[config.mk]
export PLATFORM = sky130hd
export DESIGN_NAME = raster_op_combiner
export DESIGN_NICKNAME = d
export VERILOG_FILES = /design/src/inc/rop_pkg.sv /design/src/logic/raster_op_combiner.sv
export SDC_FILE = /design/constraint.sdc
export NUM_CORES = 1
export LEC_CHECK = 0
export BUFFER_PORTS_ARGS = -buffer_cell sky130_fd_sc_hd__buf_4
export CORE_UTILIZATION = 47
export DETAILED_ROUTE_END_ITERATION = 16
export PLACE_DENSITY = 0.82
export SYNTH_ARGS = -nofsm -noshare
export SYNTH_HDL_FRONTEND = slang
export SYNTH_SLANG_ARGS = --single-unit
[constraint.sdc]
create_clock -name ref_clk_i -period 4.95 [get_ports ref_clk_i]
set_clock_uncertainty 0.15 [all_clocks]
set_input_delay 1.2375 -clock ref_clk_i [delete_from_list [all_inputs] [get_ports ref_clk_i]]
set_output_delay 1.2375 -clock ref_clk_i [all_outputs]
set_load 0.005 [all_outputs]
[src/inc/rop_pkg.sv]
// Package for the raster-operation combiner: register map, field layout,
// reset value, function codes, pixel-path types.
// Assumes a 32-bit AXI4-Lite register bus and a 32-bit pixel word.
package rop_pkg;

   // Register byte offsets
   localparam logic [11:0] ROP_CTRL_OFFSET   = 12'h000;  // raster_operation_control
   localparam logic [11:0] ROP_STATUS_OFFSET = 12'h004;  // Combiner status

   // Field positions in the control register
   localparam int DEST_BYTE_LANE_LSB   = 10;
   localparam int DEST_BITMAP_KIND_LSB = 8;
   localparam int ROP_CODE_LSB         = 0;

   // Writable bits of the control register; the rest read as zero
   localparam logic [31:0] ROP_CTRL_MASK  = 32'h0000_0f0f;
   localparam logic [31:0] ROP_CTRL_RESET = 32'h0000_0003;

   // AXI responses
   localparam logic [1:0] RESP_OKAY   = 2'h0;
   localparam logic [1:0] RESP_SLVERR = 2'h2;

   // Boolean function codes
   typedef enum logic [3:0] {
      ROP_CLEAR = 4'h0, ROP_AND     = 4'h1, ROP_AND_REV = 4'h2, ROP_COPY  = 4'h3,
      ROP_AND_I = 4'h4, ROP_NOOP    = 4'h5, ROP_XOR     = 4'h6, ROP_OR    = 4'h7,
      ROP_NOR   = 4'h8, ROP_EQUIV   = 4'h9, ROP_INVERT  = 4'ha, ROP_OR_REV = 4'hb,
      ROP_COPY_I = 4'hc, ROP_OR_I   = 4'hd, ROP_NAND    = 4'he, ROP_SET   = 4'hf
   } rop_code_t;

   // Destination bitmap kinds
   typedef enum logic [1:0] {
      BM_PACKED8   = 2'h0,
      BM_UNPACKED8 = 2'h1,
      BM_12BPP     = 2'h2,
      BM_24BPP     = 2'h3
   } bitmap_kind_t;

   // Decoded control register
   typedef struct packed {
      logic [1:0]   dest_byte_lane;
      bitmap_kind_t dest_bitmap_kind;
      rop_code_t    rop_code;
   } rop_ctrl_t;

   // Pixel request from the pipeline
   typedef struct packed {
      logic [31:0] src;       // Source pixel word
      logic [31:0] dst;       // Destination word (memory or DMA)
      logic        force_copy; // Block fill, block stipple or DMA-write copy
      logic        dma_write;  // DMA-write copy: dst from bus side
   } pix_req_t;

   // Pixel result toward memory
   typedef struct packed {
      logic [31:0] data;       // Merged word
      logic [3:0]  byte_en;    // Bytes to write
      logic        rmw;        // Destination read was needed
   } pix_res_t;

endpackage : rop_pkg

[src/logic/raster_op_combiner.sv]
// Raster-operation stage: control register over AXI4-Lite, Boolean merge
// of source and destination pixels, write-buffer drain on control write.
// Assumes the pipeline holds a request until ready and reports write
// buffer emptiness; memory read of the destination is done outside.
`timescale 1ns/1ps
module raster_op_combiner (
   // Clock and reset
   input  wire logic              ref_clk_i,
   input  wire logic              reset_n_i,
   // AXI4-Lite write address
   input  wire logic              s_axi_awvalid_i,
   output      logic              s_axi_awready_o,
   input  wire logic [11:0]       s_axi_awaddr_i,
   // AXI4-Lite write data
   input  wire logic              s_axi_wvalid_i,
   output      logic              s_axi_wready_o,
   input  wire logic [31:0]       s_axi_wdata_i,
   input  wire logic [3:0]        s_axi_wstrb_i,
   // AXI4-Lite write response
   output      logic              s_axi_bvalid_o,
   input  wire logic              s_axi_bready_i,
   output      logic [1:0]        s_axi_bresp_o,
   // AXI4-Lite read address
   input  wire logic              s_axi_arvalid_i,
   output      logic              s_axi_arready_o,
   input  wire logic [11:0]       s_axi_araddr_i,
   // AXI4-Lite read data
   output      logic              s_axi_rvalid_o,
   input  wire logic              s_axi_rready_i,
   output      logic [31:0]       s_axi_rdata_o,
   output      logic [1:0]        s_axi_rresp_o,
   // Write buffer state
   input  wire logic              wbuf_empty_i,
   output      logic              wbuf_drain_o,
   // Pixel request
   input  wire logic              pix_valid_i,
   output      logic              pix_ready_o,
   input  wire rop_pkg::pix_req_t pix_req_i,
   // Pixel result
   output      logic              res_valid_o,
   output      rop_pkg::pix_res_t res_o
);

   ////////////////////////////////////////////////////////////////////////
   // Functions

   // Bitwise merge; each result bit sees only its own src and dst bits
   function automatic logic [31:0] rop_apply(input rop_pkg::rop_code_t c,
                                             input logic [31:0] s,
                                             input logic [31:0] d);
      logic [31:0] r;
      r = '0;
      for (int i = 0; i < 32; i++) begin
         // Truth table index {s,d}: code bit 3-{s,d}
         r[i] = c[{1'b1, 1'b1} - {s[i], d[i]}];
      end
      return r;
   endfunction : rop_apply

   // Whether the function reads the destination
   function automatic logic needs_dst(input rop_pkg::rop_code_t c);
      return (c[3:2] != c[1:0]) || (c[3] != c[2]) || (c[1] != c[0]) ?
             !(c == rop_pkg::ROP_COPY || c == rop_pkg::ROP_COPY_I) : 1'b0;
   endfunction : needs_dst

   ////////////////////////////////////////////////////////////////////////
   // Write channel capture

   logic        aw_full_q;   // Write address held
   logic        w_full_q;    // Write data held
   logic [11:0] aw_addr_q;   // Held write address
   logic [31:0] w_data_q;    // Held write data
   logic [3:0]  w_strb_q;    // Held strobes
   logic        b_valid_q;   // Response pending
   logic [1:0]  b_resp_q;    // Response code
   logic        wr_go;       // Both halves present and drain complete
   logic        ctrl_hit;    // Write targets control register

   assign s_axi_awready_o = !aw_full_q && !b_valid_q;
   assign s_axi_wready_o  = !w_full_q && !b_valid_q;
   assign ctrl_hit        = (aw_addr_q == rop_pkg::ROP_CTRL_OFFSET);
   // Control writes stall until the write buffer is empty
   assign wr_go           = aw_full_q && w_full_q && (!ctrl_hit || wbuf_empty_i);
   assign wbuf_drain_o    = aw_full_q && w_full_q && ctrl_hit;

   // Address and data halves, either order
   always_ff @(posedge ref_clk_i or negedge reset_n_i) begin
      if (!reset_n_i) begin
         aw_full_q <= 1'b0;
         w_full_q  <= 1'b0;
         aw_addr_q <= 12'h000;
         w_data_q  <= 32'h0000_0000;
         w_strb_q  <= 4'h0;
      end else begin
         if (s_axi_awvalid_i && s_axi_awready_o) begin
            aw_full_q <= 1'b1;
            aw_addr_q <= s_axi_awaddr_i;
         end else if (wr_go) begin
            aw_full_q <= 1'b0;
         end
         if (s_axi_wvalid_i && s_axi_wready_o) begin
            w_full_q <= 1'b1;
            w_data_q <= s_axi_wdata_i;
            w_strb_q <= s_axi_wstrb_i;
         end else if (wr_go) begin
            w_full_q <= 1'b0;
         end
      end
   end

   // Write response
   always_ff @(posedge ref_clk_i or negedge reset_n_i) begin
      if (!reset_n_i) begin
         b_valid_q <= 1'b0;
         b_resp_q  <= rop_pkg::RESP_OKAY;
      end else if (wr_go) begin
         b_valid_q <= 1'b1;
         b_resp_q  <= (ctrl_hit || aw_addr_q == rop_pkg::ROP_STATUS_OFFSET) ?
                      rop_pkg::RESP_OKAY : rop_pkg::RESP_SLVERR;
      end else if (s_axi_bready_i) begin
         b_valid_q <= 1'b0;
      end
   end

   assign s_axi_bvalid_o = b_valid_q;
   assign s_axi_bresp_o  = b_resp_q;

   ////////////////////////////////////////////////////////////////////////
   // Control register

   logic [31:0]       ctrl_q;  // Stored control word
   rop_pkg::rop_ctrl_t ctrl;   // Decoded fields

   // Byte-strobed update of writable bits only
   always_ff @(posedge ref_clk_i or negedge reset_n_i) begin
      if (!reset_n_i) begin
         ctrl_q <= rop_pkg::ROP_CTRL_RESET;
      end else if (wr_go && ctrl_hit) begin
         for (int b = 0; b < 4; b++) begin
            if (w_strb_q[b]) begin
               ctrl_q[b*8 +: 8] <= w_data_q[b*8 +: 8] & rop_pkg::ROP_CTRL_MASK[b*8 +: 8];
            end
         end
      end
   end

   // Field extraction
   assign ctrl.dest_byte_lane   = ctrl_q[rop_pkg::DEST_BYTE_LANE_LSB +: 2];
   assign ctrl.dest_bitmap_kind =
      rop_pkg::bitmap_kind_t'(ctrl_q[rop_pkg::DEST_BITMAP_KIND_LSB +: 2]);
   assign ctrl.rop_code         = rop_pkg::rop_code_t'(ctrl_q[rop_pkg::ROP_CODE_LSB +: 4]);

   ////////////////////////////////////////////////////////////////////////
   // Read channel

   logic        r_valid_q;  // Read data pending
   logic [31:0] r_data_q;   // Read data
   logic [1:0]  r_resp_q;   // Read response
   logic        res_busy_q; // Result awaiting consumption (status)

   assign s_axi_arready_o = !r_valid_q;

   // Register read mux
   always_ff @(posedge ref_clk_i or negedge reset_n_i) begin
      if (!reset_n_i) begin
         r_valid_q <= 1'b0;
         r_data_q  <= 32'h0000_0000;
         r_resp_q  <= rop_pkg::RESP_OKAY;
      end else if (s_axi_arvalid_i && s_axi_arready_o) begin
         r_valid_q <= 1'b1;
         r_resp_q  <= rop_pkg::RESP_OKAY;
         unique case (s_axi_araddr_i)
            rop_pkg::ROP_CTRL_OFFSET:   r_data_q <= ctrl_q;
            rop_pkg::ROP_STATUS_OFFSET: r_data_q <= {29'h000_0000, wbuf_drain_o,
                                                     res_busy_q, !wbuf_empty_i};
            default: begin
               r_data_q <= 32'h0000_0000;
               r_resp_q <= rop_pkg::RESP_SLVERR;
            end
         endcase
      end else if (s_axi_rready_i) begin
         r_valid_q <= 1'b0;
      end
   end

   assign s_axi_rvalid_o = r_valid_q;
   assign s_axi_rdata_o  = r_data_q;
   assign s_axi_rresp_o  = r_resp_q;

   ////////////////////////////////////////////////////////////////////////
   // Pixel combine

   rop_pkg::rop_code_t eff_code;  // Code after mode override
   logic [3:0]         lane_en;   // Destination byte enables

   // Block and DMA-write copy modes ignore the stored code
   assign eff_code = pix_req_i.force_copy ? rop_pkg::ROP_COPY : ctrl.rop_code;

   // Destination bytes per bitmap kind in a 32-bpp buffer
   always_comb begin
      unique case (ctrl.dest_bitmap_kind)
         rop_pkg::BM_PACKED8:   lane_en = 4'hf;
         rop_pkg::BM_UNPACKED8: lane_en = 4'h1 << ctrl.dest_byte_lane;
         rop_pkg::BM_12BPP:     lane_en = 4'h7;
         rop_pkg::BM_24BPP:     lane_en = 4'h7;
      endcase
   end

   // Updating the result stalls new pixels; control writes take effect between
   assign pix_ready_o = !res_busy_q && !wbuf_drain_o;

   // Result register
   always_ff @(posedge ref_clk_i or negedge reset_n_i) begin
      if (!reset_n_i) begin
         res_busy_q <= 1'b0;
         res_o      <= '0;
      end else if (pix_valid_i && pix_ready_o) begin
         res_busy_q   <= 1'b1;
         // Dst is memory data except in DMA-write copy
         res_o.data    <= rop_apply(eff_code, pix_req_i.src, pix_req_i.dst);
         res_o.byte_en <= lane_en;
         res_o.rmw     <= needs_dst(eff_code) && !pix_req_i.dma_write;
      end else begin
         res_busy_q <= 1'b0;
      end
   end

   assign res_valid_o = res_busy_q;

   ////////////////////////////////////////////////////////////////////////
   // Assertions

   property p_ctrl_reset;
      @(posedge ref_clk_i) $rose(reset_n_i) |-> ctrl_q == 32'h0000_0003;
   endproperty
   a_ctrl_reset: assert property (p_ctrl_reset) else $error("control not reset");

   property p_drain_hold;
      @(posedge ref_clk_i) disable iff (!reset_n_i)
         (wbuf_drain_o && !wbuf_empty_i) |=> $stable(ctrl_q);
   endproperty
   a_drain_hold: assert property (p_drain_hold) else $error("control changed early");

   property p_force_copy;
      @(posedge ref_clk_i) disable iff (!reset_n_i)
         (pix_valid_i && pix_ready_o && pix_req_i.force_copy) |=>
         res_o.data == $past(pix_req_i.src);
   endproperty
   a_force_copy: assert property (p_force_copy) else $error("forced copy wrong");

   property p_xor;
      @(posedge ref_clk_i) disable iff (!reset_n_i)
         (pix_valid_i && pix_ready_o && !pix_req_i.force_copy && ctrl_q[3:0] == 4'h6) |=>
         res_o.data == ($past(pix_req_i.src) ^ $past(pix_req_i.dst));
   endproperty
   a_xor: assert property (p_xor) else $error("xor merge wrong");

   property p_nand;
      @(posedge ref_clk_i) disable iff (!reset_n_i)
         (pix_valid_i && pix_ready_o && !pix_req_i.force_copy && ctrl_q[3:0] == 4'he) |=>
         res_o.data == ~($past(pix_req_i.src) & $past(pix_req_i.dst));
   endproperty
   a_nand: assert property (p_nand) else $error("nand merge wrong");

   property p_lane;
      @(posedge ref_clk_i) disable iff (!reset_n_i)
         (pix_valid_i && pix_ready_o && ctrl_q[9:8] == 2'h1) |=>
         res_o.byte_en == (4'h1 << $past(ctrl_q[11:10]));
   endproperty
   a_lane: assert property (p_lane) else $error("byte lane wrong");

   property p_rmw_copy;
      @(posedge ref_clk_i) disable iff (!reset_n_i)
         (pix_valid_i && pix_ready_o && pix_req_i.force_copy) |=> !res_o.rmw;
   endproperty
   a_rmw_copy: assert property (p_rmw_copy) else $error("copy flagged rmw");

   property p_rmw_and;
      @(posedge ref_clk_i) disable iff (!reset_n_i)
         (pix_valid_i && pix_ready_o && !pix_req_i.force_copy && !pix_req_i.dma_write
          && ctrl_q[3:0] == 4'h1) |=> res_o.rmw;
   endproperty
   a_rmw_and: assert property (p_rmw_and) else $error("and lacks rmw");

   property p_res_pulse;
      @(posedge ref_clk_i) disable iff (!reset_n_i) res_valid_o |=> !res_valid_o;
   endproperty
   a_res_pulse: assert property (p_res_pulse) else $error("result held too long");

endmodule : raster_op_combiner

## Word-level counts from Yosys, hierarchy flattened

Index checks and enable logic that the tools add are counted.

- Mux-type cells: 78
- Shift operators: 1
- Magnitude comparators: 32
- Add/sub/neg operators: 32
- Equal/unequal tests: 10
- Reductions and logical operators: 38

Operators by type and width:

| kind | count |
|---|---|
| less-than comparator 2 x 3 -> 1 bit (second input constant) | 32 |
| binary-select mux 1 bit (select 2 bit) | 32 |
| subtractor 2 bit (first input constant) | 32 |
| 2-to-1 mux 1 bit | 41 |
| == test 12 x 3 -> 1 bit (second input constant) | 2 |
| logical NOT 12 bit | 2 |
| case mux 12 bit (2 select lines) | 1 |
| logical AND 1 bit | 12 |
| case mux 4 bit (3 select lines) | 1 |
| logical NOT 1 bit | 10 |
| nonzero test 2 bit | 4 |
| logical OR 1 bit | 5 |
| == test 2 bit (second input constant) | 2 |
| == test 4 x 2 -> 1 bit (second input constant) | 1 |
| == test 4 bit (second input constant) | 1 |
| 2-to-1 mux 2 bit | 2 |
| 2-to-1 mux 4 bit | 1 |
| AND reduction 2 bit | 2 |
| OR reduction 2 bit | 2 |
| << shifter 1 x 2 -> 4 bit (first input constant) | 1 |
| == test 2 x 1 -> 1 bit (second input constant) | 1 |
| logical NOT 2 bit | 1 |
| != test 1 bit | 2 |
| != test 2 bit | 1 |

- Output and inout port bits: 81
- Word-level logic and storage cells: 207
- Input bits: 135
- Flip-flop bits (word level): 112

## Depth between registers and ports, before layout

Gate-level depths: netlist (run 1).

- Word-level depth: 6
- Gate-level depth with buffers: 8
- Mapped depth without buffers: 6

## Worst setup path after synthesis (run 1)

Ideal clock, no wire load.

- Kind: input -> register
- Start point: in pix_req_i[1] (netlist name)
- End point: reg res_o[0] (netlist name)
- Required time: 4.675 ns
- Slack: 2.115 ns
- Stages on the path: 7
- Data arrival time: 2.561 ns
- Setup time: 0.125 ns
- Buffers on the path: 1
- Cells stage by stage: nor2b_1 > clkbuf_1 > inv_1 > ha_1 > nor3_1 > a31oi_1 > mux2_2

- Word-level cells in the longest chain between the ends: 6
- Elaborated cells on any way between the ends: 12
- Classes of those cells: eq/ne (5); mux (2); reduce/logical (5)

RTL lines:

| item | RTL line | source |
|---|---|---|
| start: declaration | raster_op_combiner.sv:38 | `input wire rop_pkg::pix_req_t pix_req_i,` |
| 2-to-1 mux 4 bit * | raster_op_combiner.sv:197 | `assign eff_code = pix_req_i.force_copy ? rop_pkg::ROP_COPY : ctrl.rop_code;` |
| == test 4 x 2 -> 1 bit (tied with other cells) | raster_op_combiner.sv:63 | `!(c == rop_pkg::ROP_COPY \|\| c == rop_pkg::ROP_COPY_I) : 1'b0;` |
| logical OR 1 bit (on tied branches) | raster_op_combiner.sv:63, raster_op_combiner.sv:62 |  |
| logical NOT 1 bit / logical OR 1 bit (equally long branches) | raster_op_combiner.sv:63, raster_op_combiner.sv:62 |  |
| 2-to-1 mux 1 bit * | raster_op_combiner.sv:62 | `return (c[3:2] != c[1:0]) \|\| (c[3] != c[2]) \|\| (c[1] != c[0]) ?` |
| logical AND 1 bit * | raster_op_combiner.sv:222 | `res_o.rmw <= needs_dst(eff_code) && !pix_req_i.dma_write;` |
| end: declaration | raster_op_combiner.sv:41 | `output rop_pkg::pix_res_t res_o` |

Mark *: on every way between the ends. The rest lies on a longest branch, timed or not.
A chain may end at the register's enable or synchronous reset.

## Worst setup path after layout (run 1)

- Start point: reg aw_addr_q[11]
- End point: out pix_ready_o

- Word-level cells in the longest chain between the ends: 4

RTL lines:

| item | RTL line | source |
|---|---|---|
| start: declaration | raster_op_combiner.sv:71 | `logic [11:0] aw_addr_q;` |
| start signal: assignment | raster_op_combiner.sv:97 | `aw_addr_q <= s_axi_awaddr_i;` |
| logical NOT 12 bit | raster_op_combiner.sv:81 | `assign ctrl_hit = (aw_addr_q == rop_pkg::ROP_CTRL_OFFSET);` |
| logical AND 1 bit | raster_op_combiner.sv:84 | `assign wbuf_drain_o = aw_full_q && w_full_q && ctrl_hit;` |
| logical NOT 1 bit | raster_op_combiner.sv:210 | `assign pix_ready_o = !res_busy_q && !wbuf_drain_o;` |
| logical AND 1 bit | raster_op_combiner.sv:210 |  |
| end: declaration | raster_op_combiner.sv:37 | `output logic pix_ready_o,` |

No other way between the ends.

==> results.yml, run 1 <==
worst_hold_path:
  hold_class: "reg2reg"
  hp-start: "s_axi_rdata_o[2]$_DFFE_PN0P_"
  holdPathStages: 2
  hold_path_end: "s_axi_rdata_o[2]$_DFFE_PN0P_"
power_and_ir_drop:
  power_leakage_nw: 2.79
  pwr_density_cell_nw_per_um2: 323
  ir_drop_uv: 185
place:
  place_hpwl_mm: 6.92
  place_congestion: 0.712
  io_buffers: 163
  place_area_um2: 5600
synthesis:
  ys_types: 39
  synth_edf_count: 0
  synth_async_sr_flop_share_pct: 100
  ys_ff_latch: 82
  netlist_area_um2: 4460
  postSynthAreaPerCell_um2: 14.5
  netlist_top_cells_count: "dfrtp_1, mux2_2, mux4_2, buf_4, mux2_4"
  yosysMostFrequentCell: "dfrtp_1"
  synthFlopType: "dfrtp_1"
  yosysTopAreaCellShare_pct: 44.9
  yosysWarnings: 0
  ys_top_cells_by_area: "dfrtp_1, mux4_2, mux2_2, mux2_4, buf_4"
  synth_cells: 308
  synth_seq_area_share_pct: 46.1
  yosysTopAreaCell: "dfrtp_1"
worst_setup_path:
  start_kind: "flip-flop"
  cp_num_buf_inv: 1
  end_kind: "primary output"
  required_ps: 3560
  r2r_start: "aw_addr_q[11]$_DFFE_PN0P_"
  path_cells: "or4_1 -> nor4_4 -> nor2_1 -> buf_4"
  crit_family: "simple AND/OR/NAND/NOR gates"
  arrival_ps: 1920
  crit_slowest_cell: "or4_1"
  r2r_cells: 4
  worst-path-stages: 4
  r2r_slack_ps: 2220
  cpPeakStageDelay_ps: 660
  crit_type: "reg2out"
  crit_fanout: 5
  r2r_end: "res_o[5]$_DFFE_PN0P_"
sta:
  period_needed_ps: 3310
  setup_viol: 0
  clock.fmax_mhz: 302
  worst_pin_slew_ps: 1090
  timing.hold.ws_ps: 339
  rsz0062_at_grt: "no"
  hold_viol: 0
  tns_ps: 0
  slew_headroom_pct: 27.3
  slew_viol_final: 0
  fin_crit_sh_pct: 66.8
cells_and_area:
  design_area_um2: 5780
  drive_gt1_share_pct: 61.7
  multi_input_area_um2: 2140
  nFillCells: 732
  seq_area_um2: 2050
  diodes: 0
  utilization_pct: 62.9
  fin_nets: 601
  areaGrowthSynthToFinish_pct: 29.7
global_routing:
  grt_pass1_wl_mm: 15.2
  antenna_found_initial: 0
  grt_pass1_vias: 3187
  met2_usage_pct: 33.0
  globalRouteTotalUtil_pct: 19.7
  use_met1_pct: 24.7
  gr-max-usage-layer: "met2"
  grt_max_degree: 83
  use_met3_pct: 4.36
  grt_overflow: 0
die:
  dieArea_um2: 9880
  die_x_um: 99.4
  dieHeight_um: 99.4
  start_util_pct: 48.5
  rows: 35
  fp.coreArea_um2: 9200
  io_pins: 216
routing:
  drc: 0
  firstDrtPassIters: 4
  drt-total-wl_mm: 9.73
  wl_per_cell_um: 16.8
  viasPerCell: 5.40
  drt_iter0_drc: 120
  ant_nets: 0
  vias: 3121
status:
  outcome: "finished, final reports clean"
clock_network:
  clk_path_buf_depth: 2
  postCtsHoldBufs: 0
  root_buffer: "clkbuf_8"
  clock_latency_ps: 340
  htreeDepth: 3
  cts_tree: "yes"
  numCtsBuffers: 9
  cts_setup_buffers: 0
  cts_resized: 0
  clk_pin_slew_ps: 90
  clkSinkCount: 82
flow_run:
  drv_cap: 0
[how the worst max path moves through the flow]
| stage | slack [ps] | endpoint | start |
|---|---|---|---|
| floorplan | 2110 | res_o[0]$_DFFE_PN0P_ | pix_req_i[1] |
| global route | 1540 | pix_ready_o | aw_addr_q[11]$_DFFE_PN0P_ |
| finish | 1640 | pix_ready_o | aw_addr_q[11]$_DFFE_PN0P_ |
| CTS | 1630 | pix_ready_o | aw_addr_q[8]$_DFFE_PN0P_ |
| global placement | 1670 | res_o[0]$_DFFE_PN0P_ | pix_req_i[1] |
| detailed placement | 1620 | res_o[0]$_DFFE_PN0P_ | pix_req_i[1] |
[metal layers]
metal | share of wire, % | up-vias
met1 | 40 | 1579
met4 | 3.0 | 0
li1 | - | 1388
met2 | 51 | 130
met5 | 0 | -
met3 | 5.5 | 24
[registers in the layout (all words and copies together) (netlist names)]
signal	flops
ctrl_q	8
w_strb_q	2
res_o	37
s_axi_rvalid_o	1
s_axi_rdata_o	8
aw_full_q	1
s_axi_bvalid_o	1
w_data_q	8
w_full_q	1
s_axi_bresp_o	1
aw_addr_q	12
res_valid_o	1
s_axi_rresp_o	1
[power by group]
part	total [W]	internal (W)	switching (W)
Clock	0.000449	0.000199	0.000250
Sequential	0.000913	0.000818	0.0000946
Combinational	0.000506	0.000321	0.000185
Total	0.00187	0.00134	0.000530
[logic make-up after synthesis]
group                      synth area share (%)
AOI/OAI and AO/OA                          3.45
xor gates and xnor gates                  0.393
adders and majority gates                  1.12
buffers and inverters                      8.09
DFF                                        46.1
muxes                                      35.4
other                                    0.0841
and+or+nand+nor                            5.39
[worst register-to-register path, cell delays in order (launching register included)]
cell	delay [ps]
dfrtp_1	410
or4_1	660
nor4_4	280
or3b_4	660
mux2_2	450
[area by class of cell]
class	count	share of cell area, %
Clock buffer	11	2.45
Clock inverter	5	0.671
Inverter	10	0.649
Multi-Input combinational cell	195	37.0
Sequential cell	82	35.5
Tap cell	111	2.40
Timing Repair Buffer	164	21.3
[metrics by stage]
step	std cells	power (W)	setup slack, ps
2_1_floorplan	333	0.00122	2110
3_3_place_gp	562	0.00141	1670
3_5_place_dp	562	0.00144	1620
4_1_cts	578	0.00188	1630
5_1_grt	578	0.00197	1540
6_report	578	0.00187	1640
[cells in the final DEF (no fill, tap or decap), types with 3 or more instances in the layout]
cell	count
buf_4	164
mux4_2	32
nor2_1	5
nor4_1	4
dfrtp_1	80
conb_1	26
mux2_2	48
clkbuf_8	10
ha_1	4
nand2_1	7
mux2i_1	3
o21ai_0	9
mux2_4	19
a22o_1	5
inv_1	10
No activity file was read; power rests on OpenSTA's default activity.
==> run 2, diff against run 1 <==
Settings changed: ABC_AREA from default to 1, PLACE_DENSITY 0.82 to 0.81.
Clock period 4.95 ns to 3.2 ns, I/O delays scaled along.
==> results.yml, run 2 <==
place:
  pre_cts_ws_ps: 758
  place_area_um2: 5980
  place_hpwl_mm: 8.76
  place_congestion: 0.804
  io_buffers: 163
global_routing:
  use_met3_pct: 4.09
  grt_max_degree: 83
  gr-max-usage-layer: "met2"
  globalRouteTotalUtil_pct: 23.2
  antenna_found_initial: 0
  grt_pass1_wl_mm: 20.5
  use_met1_pct: 28.5
  met2_usage_pct: 41.3
  grt_overflow: 0
  grt_pass1_vias: 4589
worst_setup_path:
  r2r_start: "aw_full_q$_DFFE_PN0P_"
  crit_fanout: 4
  cp_num_buf_inv: 2
  crit_family: "simple AND/OR/NAND/NOR gates"
  required_ps: 2250
  crit_type: "reg2out"
  critPathLaunch: "aw_addr_q[9]$_DFFE_PN0P_"
  end_kind: "primary output"
  path_cells: "nor2_2 -> nand2_2 -> nor2_4 -> nand3_4 -> nand2_1 -> inv_1 -> buf_4"
  r2r_cells: 5
  start_kind: "flip-flop"
  cpPeakStageDelay_ps: 400
  crit_slowest_cell: "dfrtp_1"
  worst-path-stages: 7
  arrival_ps: 1450
cells_and_area:
  drive_gt1_share_pct: 29.1
  diodes: 0
  top_register: "res_o"
  fin_nets: 904
  design_area_um2: 6150
  layout_common_cells: "buf_4, nand2_1, dfrtp_1, inv_1, o21ai_0"
  largest_reg_flops: 37
  utilization_pct: 62.1
  areaGrowthSynthToFinish_pct: 26.7
  final_common_cell: "buf_4"
  top_regs: "res_o (37), aw_addr_q (12)"
sta:
  setup_slack_ps: 798
  clock.fmax_mhz: 416
  slew_headroom_pct: 31.8
  period_needed_ps: 2400
  fin_crit_sh_pct: 75.1
  setup_viol: 0
  slew_viol_final: 0
  rsz0062_at_grt: "no"
  tns_ps: 0
  worst_pin_slew_ps: 1020
  hold_viol: 0
status:
  outcome: "finished, final reports clean"
synthesis:
  synthSimpleGateAreaFrac_pct: 25.2
  synth_async_sr_flop_share_pct: 100
  synthFlopType: "dfrtp_1"
  ys_types: 32
  yosys.area_share.xor_xnor_pct: 0
  ys_top_cells_by_area: "dfrtp_1, nand2_1, o21ai_0, o21ai_1, nand3b_1"
  synth_edf_count: 0
  yosys.area_share.adder_pct: 1.03
  synth_compound_area_share_pct: 14.7
  yosysTopAreaCellShare_pct: 41.2
  synth_mux_area_share_pct: 3.71
  synth_seq_area_share_pct: 42.3
  yosysMostFrequentCell: "nand2_1"
  ys_ff_latch: 82
  synth_cells: 611
  yosysWarnings: 0
  netlist_area_um2: 4860
  yosysTopAreaCell: "dfrtp_1"
  netlist_top_cells_count: "nand2_1, dfrtp_1, inv_1, o21ai_0, nor2_1"
  synth_top_family_by_area: "simple AND/OR/NAND/NOR gates"
  postSynthAreaPerCell_um2: 7.95
worst_hold_path:
  holdPathStages: 2
  hold_class: "reg2reg"
  hp-start: "res_o[16]$_DFFE_PN0P_"
routing:
  wl_per_cell_um: 13.2
  drc: 0
  ant_nets: 0
  drt-total-wl_mm: 12.0
  vias: 4566
  firstDrtPassIters: 5
  drt_iter0_drc: 360
  viasPerCell: 5.06
clock_network:
  htreeDepth: 3
  root_buffer: "clkbuf_8"
  cts_resized: 0
  clk_path_buf_depth: 2
  cts_setup_buffers: 0
  postCtsHoldBufs: 0
  clk_pin_slew_ps: 90
  numCtsBuffers: 9
  clock_latency_ps: 340
  cts_tree: "yes"
  clkSinkCount: 82
die:
  rows: 36
  dieHeight_um: 104
  io_pins: 216
  dieArea_um2: 10700
  start_util_pct: 49.0
  fp.coreArea_um2: 9910
  die_x_um: 104
flow_run:
  drv_cap: 0
power_and_ir_drop:
  ir_drop_uv: 497
  pwr_density_cell_nw_per_um2: 475
  power_leakage_nw: 3.10
  p_total_w: 0.00292
[run 2: cell types whose count changed in the layout (fill, tap and decap cells not counted), sizes merged, moves of 5 or more]
cell,change
a21oi,+9
a22o,-5
inv,+53
mux2,-51
mux4,-32
nand2,+142
nand3,+16
nand3b,+32
nor2,+58
nor4,-5
o21ai,+106
[run 2: logic make-up (layout without fill, tap and decap cells)]
kind of cell	after synthesis	in the layout
DFF	82	82
AOI/OAI and AO/OA	132	132
muxes	16	16
other	1	26
buffers and inverters	111	245
adders and majority gates	4	4
and+or+nand+nor	265	265
[run 2: worst register-to-register path, delay by kind of cell, from the launching register on]
family	cells	cell delay [ps]
AOI/OAI and AO/OA	1	460
DFF	1	420
buffers and inverters	1	80
and+or+nand+nor	3	790
[run 2: report_power, final]
part | internal, W | switching (W) | leakage, nW
combinational | 0.000425 | 0.000397 | 1.99
clock | 0.000294 | 0.000396 | 0.0927
sequential | 0.00127 | 0.000142 | 1.01
[run 2: metal layers]
layer | vias to the layer above | share of wire, %
li1 | 2235 | -
met1 | 2160 | 42
met2 | 154 | 51
met3 | 17 | 5.2
met4 | 0 | 1.6
met5 | - | 0
[run 2: worst paths after layout]
| check | endpoint | slack [ps] |
|---|---|---|
| setup / recovery | pix_ready_o | 800 |
| hold / removal | res_o[16]$_DFFE_PN0P_ | 340 |
| setup reg to reg | res_o[36]$_DFFE_PN0P_ | 1200 |
| hold reg to reg | res_o[16]$_DFFE_PN0P_ | 340 |
| max in group asynchronous | res_o[34]$_DFFE_PN0P_ | 1760 |
| min in group asynchronous | res_o[7]$_DFFE_PN0P_ | 460 |
[run 2: per-stage QoR]
step,hold WS [ps],cells
2_1_floorplan,314,636
3_3_place_gp,316,887
3_5_place_dp,320,887
4_1_cts,341,903
5_1_grt,368,903
6_report,338,903
[run 2: cell type report]
type	count	area [um^2]
Sequential cell	82	2050
Clock inverter	6	51.3
Clock buffer	10	128
Timing Repair Buffer	167	1250
Tap cell	133	166
Inverter	62	233
Multi-Input combinational cell	443	2270
Fill cell	879	3750
